<file path="src/logic/bcl_pkg.sv">
// package for the bypass changeover and parameter lock block
// assumes a 100 MHz control clock, shared by the main module and its input stage
`default_nettype none
package bcl_pkg;
    localparam int          CLK_MHZ        = 100;
    localparam int          FUNC_W         = 5;
    localparam int          NUM_INPUTS     = 5;
    localparam logic [4:0]  FUNC_CHANGEOVER = 5'h0e;
    localparam logic [4:0]  FUNC_PARAM_LOCK = 5'h0f;
    localparam int          FREQ_W         = 16;
    localparam int          WAIT_W         = 16;
    // wait setting is in units of 0.1 s
    localparam int          WAIT_UNIT_MS   = 100;
    localparam int          TICK_CYCLES    = WAIT_UNIT_MS * 1000 * CLK_MHZ;
    localparam int          TICK_W         = 24;
    localparam logic [23:0] TICK_RST       = 24'h000000;
    localparam logic [15:0] WAIT_RST       = 16'h0000;
    localparam int          LOCK_W         = 2;
    // lock scope codes
    localparam logic [1:0]  SCOPE_ALL_TERM = 2'h0;
    localparam logic [1:0]  SCOPE_FRQ_TERM = 2'h1;
    localparam logic [1:0]  SCOPE_ALL_SOFT = 2'h2;
    localparam logic [1:0]  SCOPE_FRQ_SOFT = 2'h3;
    typedef enum logic [2:0] {
        BCL_NORMAL, BCL_BYPASS, BCL_WAIT, BCL_MATCH, BCL_FREEWAIT
    } bcl_state_e;
endpackage
`default_nettype wire

</file>
<file path="src/logic/bcl_sync_edge.sv">
// two-stage synchroniser with edge detector for one terminal input
// assumes the input is asynchronous to mclk
`default_nettype none
module bcl_sync_edge (
    input  wire logic mclk,
    input  wire logic srst,
    input  wire logic clkEn,
    input  wire logic pinIn,
    output logic      level,
    output logic      rise,
    output logic      fall
);
    logic meta;
    logic sync;
    logic prev;

    always_ff @(posedge mclk) begin
        if (srst) begin
            meta <= 1'b0;
            sync <= 1'b0;
            prev <= 1'b0;
        end else if (clkEn) begin
            meta <= pinIn;
            sync <= meta;
            prev <= sync;
        end
    end

    assign level = sync;
    assign rise  = sync & ~prev;
    assign fall  = ~sync & prev;
endmodule
`default_nettype wire

</file>
<file path="src/logic/bcl_bypass_lock.sv">
// bypass changeover sequencing and parameter lock gating for the drive controller
// assumes settings are static from same-clock logic; terminal pins are asynchronous
// Summary of operation
// a rising changeover input means the motor already runs on the mains, so output stays suppressed in run mode.
// a falling changeover input starts the restart wait, then frequency matching, then normal run.
// after the wait, start and match only when the detected motor frequency exceeds the match threshold.
// the changeover behaviour follows only an input whose function select holds code 14.
// while changeover is asserted the motor speed is measured for the later match.
// the outside sequencer closes the bypass contactor first and the supply contactor 0.5 to 1 s later.
// the outside sequencer opens the bypass contactor then closes the output contactor 0.5 to 1 s later.
// the outside controller asserts forward run before asserting changeover and closing the supply contactor.
// while the lock input is asserted every parameter edit is refused, output frequency possibly excepted.
// with the lock input released and a terminal lock scope (code 0 or 1) selected, parameter edits are accepted and stored.
// the lock scope setting decides if output frequency stays editable during the lock.
// the lock gates edits from both the keypad and remote programming sources.
// the lock scope setting alone can lock parameters without any lock terminal.
// terminal inputs are synchronised and edges found from successive synchronised samples.
`default_nettype none
module bcl_bypass_lock
    import bcl_pkg::*;
(
    input  wire logic              mclk,
    input  wire logic              srst,
    input  wire logic              clkEn,
    input  wire logic [4:0]        terminalIn,
    input  wire logic [4:0]        input1FunctionSelect,
    input  wire logic [4:0]        input2FunctionSelect,
    input  wire logic [4:0]        input3FunctionSelect,
    input  wire logic [4:0]        input4FunctionSelect,
    input  wire logic [4:0]        input5FunctionSelect,
    input  wire logic              forwardRunInput,
    input  wire logic              reverseRunInput,
    input  wire logic [15:0]       restartWaitTimeSetting,
    input  wire logic [15:0]       freqMatchThresholdSetting,
    input  wire logic [1:0]        lockScopeSetting,
    input  wire logic [15:0]       motorFreqDetected,
    input  wire logic              keypadEditReq,
    input  wire logic              keypadEditIsFreq,
    input  wire logic              remoteEditReq,
    input  wire logic              remoteEditIsFreq,
    output logic                   outputSuppress,
    output logic                   speedMeasureEn,
    output logic                   freqMatchStart,
    output logic [15:0]            matchFreq,
    output logic                   runResumed,
    output logic                   keypadEditAccept,
    output logic                   keypadEditReject,
    output logic                   remoteEditAccept,
    output logic                   remoteEditReject,
    output logic                   paramLocked
);
    logic [4:0]  termLevel;
    logic [4:0]  termRise;
    logic [4:0]  termFall;
    logic [4:0]  csSel;
    logic [4:0]  lockSel;
    logic [4:0]  fsel [NUM_INPUTS];
    logic        fwdSync1;
    logic        fwdSync;
    logic        revSync1;
    logic        revSync;
    logic        csRise;
    logic        csFall;
    logic        csLevel;
    logic        lockLevel;
    logic        runCmd;
    bcl_state_e  state;
    bcl_state_e  next_state;
    logic [23:0] tickCnt;
    logic [15:0] waitCnt;
    logic        tick;
    logic        waitDone;
    logic        lockAll;
    logic        lockFreq;
    logic        lockActive;

    assign fsel[0] = input1FunctionSelect;
    assign fsel[1] = input2FunctionSelect;
    assign fsel[2] = input3FunctionSelect;
    assign fsel[3] = input4FunctionSelect;
    assign fsel[4] = input5FunctionSelect;

    for (genvar i = 0; i < NUM_INPUTS; i++) begin : g_term
        bcl_sync_edge u_sync (
            .mclk  (mclk),
            .srst  (srst),
            .clkEn (clkEn),
            .pinIn (terminalIn[i]),
            .level (termLevel[i]),
            .rise  (termRise[i]),
            .fall  (termFall[i])
        );
        assign csSel[i]   = (fsel[i] == FUNC_CHANGEOVER);
        assign lockSel[i] = (fsel[i] == FUNC_PARAM_LOCK);
    end

    // run commands are pins too, so they get the same two-stage treatment
    always_ff @(posedge mclk) begin
        if (srst) begin
            fwdSync1 <= 1'b0;
            fwdSync  <= 1'b0;
            revSync1 <= 1'b0;
            revSync  <= 1'b0;
        end else if (clkEn) begin
            fwdSync1 <= forwardRunInput;
            fwdSync  <= fwdSync1;
            revSync1 <= reverseRunInput;
            revSync  <= revSync1;
        end
    end

    // several inputs on the same function act as a wired-or
    assign csRise    = |(termRise & csSel);
    assign csFall    = |(termFall & csSel);
    assign csLevel   = |(termLevel & csSel);
    assign lockLevel = |(termLevel & lockSel);
    // forward run is expected before changeover, so no extra interlock here
    assign runCmd    = fwdSync | revSync;

    // restart wait timebase; held cleared outside the wait state
    assign tick     = (tickCnt == 24'(TICK_CYCLES - 1));
    assign waitDone = (waitCnt >= restartWaitTimeSetting);

    // clearing only under clkEn keeps the counters frozen along with the rest of the state
    always_ff @(posedge mclk) begin
        if (srst) begin
            tickCnt <= TICK_RST;
            waitCnt <= WAIT_RST;
        end else if (clkEn) begin
            if (state != BCL_WAIT) begin
                tickCnt <= TICK_RST;
                waitCnt <= WAIT_RST;
            end else if (tick) begin
                tickCnt <= TICK_RST;
                waitCnt <= waitCnt + 16'h0001;
            end else begin
                tickCnt <= tickCnt + 24'h000001;
            end
        end
    end

    always_comb begin
        next_state = state;
        case (state)
            BCL_NORMAL:
                if (csRise) next_state = BCL_BYPASS;
            BCL_BYPASS:
                if (csFall) next_state = BCL_WAIT;
            BCL_WAIT:
                if (csRise) begin
                    next_state = BCL_BYPASS;
                end else if (waitDone) begin
                    // at or below threshold the drive keeps its output off
                    if (motorFreqDetected > freqMatchThresholdSetting) begin
                        next_state = BCL_MATCH;
                    end else begin
                        next_state = BCL_FREEWAIT;
                    end
                end
            BCL_MATCH:
                next_state = BCL_NORMAL;
            BCL_FREEWAIT:
                if (csRise) begin
                    next_state = BCL_BYPASS;
                end else if (motorFreqDetected > freqMatchThresholdSetting) begin
                    next_state = BCL_MATCH;
                end
            default:
                next_state = BCL_NORMAL;
        endcase
    end

    always_ff @(posedge mclk) begin
        if (srst) begin
            state <= BCL_NORMAL;
        end else if (clkEn) begin
            state <= next_state;
        end
    end

    // changeover outputs
    always_ff @(posedge mclk) begin
        if (srst) begin
            outputSuppress <= 1'b0;
            speedMeasureEn <= 1'b0;
            freqMatchStart <= 1'b0;
            matchFreq      <= 16'h0000;
            runResumed     <= 1'b0;
        end else if (clkEn) begin
            outputSuppress <= (next_state != BCL_NORMAL) && runCmd;
            speedMeasureEn <= (next_state == BCL_BYPASS) && csLevel;
            freqMatchStart <= (next_state == BCL_MATCH);
            if (next_state == BCL_MATCH) begin
                matchFreq <= motorFreqDetected;
            end
            runResumed     <= (state == BCL_MATCH);
        end
    end

    // lock: software-only scopes lock without any terminal
    assign lockActive = lockLevel
                      || lockScopeSetting == SCOPE_ALL_SOFT
                      || lockScopeSetting == SCOPE_FRQ_SOFT;
    assign lockAll    = lockActive;
    assign lockFreq   = lockActive && (lockScopeSetting == SCOPE_ALL_TERM ||
                                       lockScopeSetting == SCOPE_ALL_SOFT);

    // both edit sources go through the same gate
    always_ff @(posedge mclk) begin
        if (srst) begin
            keypadEditAccept <= 1'b0;
            keypadEditReject <= 1'b0;
            remoteEditAccept <= 1'b0;
            remoteEditReject <= 1'b0;
            paramLocked      <= 1'b0;
        end else if (clkEn) begin
            keypadEditAccept <= keypadEditReq &&
                                !(keypadEditIsFreq ? lockFreq : lockAll);
            keypadEditReject <= keypadEditReq &&
                                (keypadEditIsFreq ? lockFreq : lockAll);
            remoteEditAccept <= remoteEditReq &&
                                !(remoteEditIsFreq ? lockFreq : lockAll);
            remoteEditReject <= remoteEditReq &&
                                (remoteEditIsFreq ? lockFreq : lockAll);
            paramLocked      <= lockActive;
        end
    end
endmodule
`default_nettype wire

</file>
<file path="config.mk">
export PLATFORM = sky130hd
export DESIGN_NAME = bcl_bypass_lock
export DESIGN_NICKNAME = d
export VERILOG_FILES = /design/src/logic/bcl_pkg.sv /design/src/logic/bcl_sync_edge.sv /design/src/logic/bcl_bypass_lock.sv
export SDC_FILE = /design/constraint.sdc
export NUM_CORES = 1
export LEC_CHECK = 0
export BUFFER_PORTS_ARGS = -buffer_cell sky130_fd_sc_hd__buf_2
export CAP_MARGIN = 20
export CORE_MARGIN = 1.5
export CORE_UTILIZATION = 45
export CTS_CLUSTER_SIZE = 28
export DETAILED_ROUTE_END_ITERATION = 10
export PLACE_DENSITY = 0.78
export SYNTH_ARGS = -nofsm -noshare
export SYNTH_HDL_FRONTEND = slang
export SYNTH_HIERARCHICAL = 1
export SYNTH_SLANG_ARGS = --single-unit
</file>
<file path="constraint.sdc">
create_clock -name mclk -period 5 [get_ports mclk]
set_input_delay 1 -clock mclk [delete_from_list [all_inputs] [get_ports mclk]]
set_output_delay 1 -clock mclk [all_outputs]
set_load 0.01 [all_outputs]
</file>
* After elaboration in Yosys (flattened, before gate mapping)
Index checks and enable logic that the tools add are counted.
** Word-level totals
- Flip-flop bits (word level) :: 87
- Input bits :: 89
- Output and inout bits :: 25
- Logic and storage cells :: 117
** Operators by class
- Add/sub/neg operators :: 2
- Order comparisons :: 2
- Equality and inequality tests :: 20
- Mux-type cells :: 14
- Bitwise operators :: 25
- Reduce and logical (&&, ||, !) cells :: 22
** Operators with widths (count)
- $eq A5 B4 Y1 const B :: 10
- $mux W24 :: 2
- $mux W16 :: 2
- $add A24 B1 Y24 const B :: 1
- $eq A24 B24 Y1 const B :: 1
- $mux W3 :: 7
- $and A5 B5 Y5 :: 4
- $reduce_or A5 Y1 :: 4
- $add A16 B1 Y16 const B :: 1
- $ge A16 B16 Y1 :: 1
- $gt A16 B16 Y1 :: 1
- $pmux W3 S4 :: 1
- $and A1 B1 Y1 :: 10
- $not A1 Y1 :: 10
- $eq A3 B2 Y1 const B :: 3
- $logic_and A1 B1 Y1 :: 7
- $eq A3 B1 Y1 const B :: 2
- $eq A2 B2 Y1 const B :: 2
- $reduce_and A2 Y1 :: 2
- $eq A3 B3 Y1 const B :: 1
- $logic_not A3 Y1 :: 1
- $logic_or A1 B1 Y1 :: 3
- $ne A3 B2 Y1 const B :: 1
- $reduce_bool A3 Y1 :: 1
- other kinds (5) :: 7

* Depth between registers and ports, before layout
- Depth after elaboration :: 9
- Gate-level depth with buffers :: 11
- Gate-level depth less buffers :: 9

* Cells and area by module
Netlist, hierarchy kept.
** Modules (own cells, without submodules)
- bcl_bypass_lock :: times used 1, cells an instance 524, area each 4356.7 µm², sequential area each 1441.4 µm²
- bcl_sync_edge :: times used 5, cells an instance 11, area each 113.9 µm², sequential area each 60.1 µm²

* Least setup slack after synthesis
Ideal clock, no wire load.
- Path type :: input -> register
- Start :: in restartWaitTimeSetting[14]
- End :: reg matchFreq[10]
- Setup time :: 0.072 ns
- Arrival :: 3.165 ns
- Required time :: 4.928 ns
- Path slack :: 1.763 ns
- Stages :: 11
- Path buffers :: 2
- Path through :: inv_1 ha_1 nand4_2 or4_1 a221o_1 a31oi_4 a21oi_2 o21ba_1 buf_6 buf_12 mux2i_1
** On the way
- Word-level cells in the longest chain between the ends :: 6
** Ends and longest elaborated chain
- from (decl) :: RTL line bcl_bypass_lock.sv:33 : input wire logic [15:0] restartWaitTimeSetting,
- $ge A16 B16 Y1 :: RTL line bcl_bypass_lock.sv:122 : assign waitDone = (waitCnt >= restartWaitTimeSetting);
- $mux W3 :: RTL line bcl_bypass_lock.sv:152 : end else if (waitDone) begin
- $mux W3 :: RTL line bcl_bypass_lock.sv:150 : if (csRise) begin
- $pmux W3 S4 :: RTL line bcl_bypass_lock.sv:144 : case (state)
- $eq A3 B2 Y1 :: RTL line bcl_bypass_lock.sv:193 : if (next_state == BCL_MATCH) begin
- $reduce_and A2 Y1 (no line)
- to (signal assigned) :: RTL line bcl_bypass_lock.sv:194 : matchFreq <= motorFreqDetected;
- to (decl) :: RTL line bcl_bypass_lock.sv:44 : output logic [15:0] matchFreq,
No other way between the ends.
A chain may end at the register's enable or synchronous reset.

* Final worst setup path
- Start :: in restartWaitTimeSetting[14]
- End :: reg matchFreq[0]
Same word-level chain as after synthesis.

==> flow_summary.json <==
{
  "status": "completed",
  "finalHoldViolCount": 0,
  "max-cap-violations": 0,
  "min_path_cells": 2,
  "r2r-end": "matchFreq[0]$_SDFFE_PP0P_",
  "synth_area_leaders": "dfxtp_1 (35%), ha_1 (8.6%), mux2i_1 (7.3%)",
  "yosys.area_share.simple_pct": 28.2,
  "synth_top_area_share_pct": 35.4,
  "final_core_util_pct": 53.5,
  "post-cts-setup-buffer-count": 0,
  "tns_ns": 0,
  "fin_crit_sh_pct": 64.4,
  "ant_nets": 0,
  "total_power_uw": 1280,
  "drc_errors": 0,
  "worstPathArrival_ns": 3.49,
  "grtUsageMet3_pct": 2.18,
  "r2r_cells": 9,
  "synthCells": 579,
  "die_area_mm2": 0.0116,
  "synth_warnings": 6,
  "cts_tree": "yes",
  "cp-start-kind": "input port",
  "drv_slew": 0,
  "synth_cell_type_count": 59,
  "clkLatencyLatePin_ns": 0.35,
  "postCtsResizedCells": 0,
  "avgSynthCellArea_um2": 8.51,
  "pwr_density_cell_mw_per_mm2": 223,
  "start_util_pct": 45.8,
  "ctsLongestPathBuffers": 2,
  "gr-total-overflow": 0,
  "hold_start": "keypadEditAccept$_SDFFE_PP0P_",
  "synthMuxAreaShare_pct": 7.32,
  "synth-main-ff-cell": "dfxtp_1",
  "synth_top_family_by_area": "simple AND/OR/NAND/NOR gates",
  "grt_pass1_wl_um": 18000,
  "place.port_buffers": 113,
  "fmax_mhz": 310,
  "worstSetupPathType": "in2reg",
  "synth_compound_area_share_pct": 10.7,
  "die_height_um": 108,
  "dp_hpwl_um": 8260,
  "coreArea_mm2": 0.0107,
  "synthTopCellsByCount": "dfxtp_1 (87), nor2_1 (66), inv_1 (41), mux2i_1 (36), nand2_1 (36)",
  "firstDrtPassIters": 4,
  "htree_num_levels": 3,
  "ys_ff_latch": 87,
  "vdd_drop_max_v": 0.000108,
  "vias": 4418,
  "r2r_start": "waitCnt[11]$_SDFFE_PP0P_",
  "hp-class": "reg2reg",
  "setup_viol_count_final": 0,
  "slew_headroom_pct": 35.0,
  "hold_path_end": "keypadEditAccept$_SDFFE_PP0P_",
  "antenna_found_initial": 0,
  "p_leak_uw": 0.00248,
  "worst_pin_slew_ns": 0.976,
  "nNetsFinal": 810,
  "grtUsageMet2_pct": 34.7,
  "via_per_inst": 5.32,
  "antenna_cells": 0,
  "drive_above_1_share_pct": 19.7,
  "synth_largest_area_cell": "dfxtp_1",
  "crit_path_max_fanout": 17,
  "drt_wl_total_um": 10800,
  "area_delta_synth_final_pct": 16.6,
  "grt-busiest-layer": "met2",
  "grt_pass1_vias": 4261,
  "synth-adder-area-share_pct": 8.64,
  "globalplace.congestion": 0.812,
  "synth_seq_area_share_pct": 35.4,
  "clkTransAtPathRegs_ns": 0.09,
  "synth_edf_count": 0,
  "cts_sinks": 87,
  "cts_buffers": 9,
  "worst_setup_path_end_kind": "flop",
  "grtUsageMet1_pct": 22.2,
  "grt_usage_pct": 19.0,
  "clock_skew_ns": 0.0116,
  "wl_per_cell_um": 13.0,
  "dieWidth_um": 108,
  "synth_fp_nets": 702,
  "rsz0062_at_grt": "false",
  "pin_count": 114,
  "first_iter_violations": 247,
  "synth.most_common_cell": "dfxtp_1",
  "cts_hold_buf": 0,
  "std_cell_rows": 38,
  "rrSetupSlack_ns": 2.19,
  "synthXorXnorAreaFrac_pct": 4.80,
  "async_reset_ff_share_pct": 0,
  "period_needed_ns": 3.22,
  "cp.required_ns": 5.27,
  "clockRootBuffer": "clkbuf_8",
  "grt_max_degree": 69,
  "synth.cell_area_mm2": 0.00493
}
==> state kept, by name (all words and copies together) (netlist names) <==
register	count
tickCnt	24
g_term.u_sync/prev	5
remoteEditReject	1
paramLocked	1
fwdSync1	1
keypadEditAccept	1
waitCnt	16
revSync1	1
remoteEditAccept	1
keypadEditReject	1
matchFreq	16
runResumed	1
state	3
revSync	1
fwdSync	1
g_term.u_sync/level	5
speedMeasureEn	1
g_term.u_sync/meta	5
freqMatchStart	1
outputSuppress	1
==> worst max path at each step <==
| stage | from | slack (ns) | to | cells past startpoint |
|---|---|---|---|---|
| floorplan | restartWaitTimeSetting[14] | 1.76 | matchFreq[10]$_SDFFE_PP0P_ | 11 |
| global placement | restartWaitTimeSetting[14] | 1.54 | matchFreq[0]$_SDFFE_PP0P_ | 11 |
| detailed placement | restartWaitTimeSetting[14] | 1.41 | matchFreq[0]$_SDFFE_PP0P_ | 11 |
| CTS | restartWaitTimeSetting[14] | 1.76 | matchFreq[0]$_SDFFE_PP0P_ | 11 |
| global route | restartWaitTimeSetting[14] | 1.66 | matchFreq[10]$_SDFFE_PP0P_ | 11 |
| finish | restartWaitTimeSetting[14] | 1.78 | matchFreq[0]$_SDFFE_PP0P_ | 11 |
==> power breakdown <==
part,switching [uW],internal (uW)
clock network,240,177
logic,83.7,70.3
registers,8.37,703
==> through the flow <==
step | area (um2) | instances | setup WS (ns) | hold WS, ns
detailed placement | 5590 | 816 | 1.41 | 0.452
global route | 5750 | 831 | 1.66 | 0.489
finish | 5750 | 831 | 1.78 | 0.462
global placement | 5590 | 816 | 1.54 | 0.447
floorplan | 4930 | 579 | 1.76 | 0.458
CTS | 5750 | 831 | 1.76 | 0.464
==> kinds of logic after synthesis <==
kind of cell / count (synthesis)
AO/OA/AOI/OAI: 80
AND/OR/NAND/NOR: 256
multiplexers: 36
flip-flops: 87
adder cells (fa/ha/maj): 34
buffers and inverters: 59
XOR/XNOR: 27
==> metal layers <==
layer  vias to the layer above  part of all wire [%]  routed length [um]
li1                       2244                     -                   -
met1                      2052                    44                4780
met2                       102                    49                5310
met3                        20                   4.3                 458
met4                         0                   2.1                 221
met5                         -                     0                   0
==> layout make-up <==
class	instances	area, um2
clock buffer	11	131
clock inverter	4	23.8
fill	1006	5000
inverter	41	154
multi-input combinational	433	2940
sequential	87	1740
tap	140	175
timing repair buffer	115	581
==> cells in the final DEF (no fill, tap or decap), types with 9 or more instances in the layout <==
master / instances
a21oi_1: 31
buf_2: 113
nand2_1: 36
nand2b_1: 33
or3_1: 11
mux2i_1: 36
o21ai_0: 18
nor2b_1: 17
nand4_1: 25
nor3_1: 10
nand3_1: 20
dfxtp_1: 87
xnor2_1: 14
ha_1: 34
nor2_1: 66
clkbuf_8: 9
inv_1: 41
xor2_1: 13
==> critical path, stage by stage <==
cell	delay [ns]
buf_2	0.08
inv_1	0.04
ha_1	0.31
nand4_2	0.14
or4_1	0.54
a221o_1	0.34
a31oi_4	0.21
a21oi_2	0.08
o21ba_1	0.21
buf_4	0.28
mux2i_1	0.24
(Power assumes the default switching activity.)
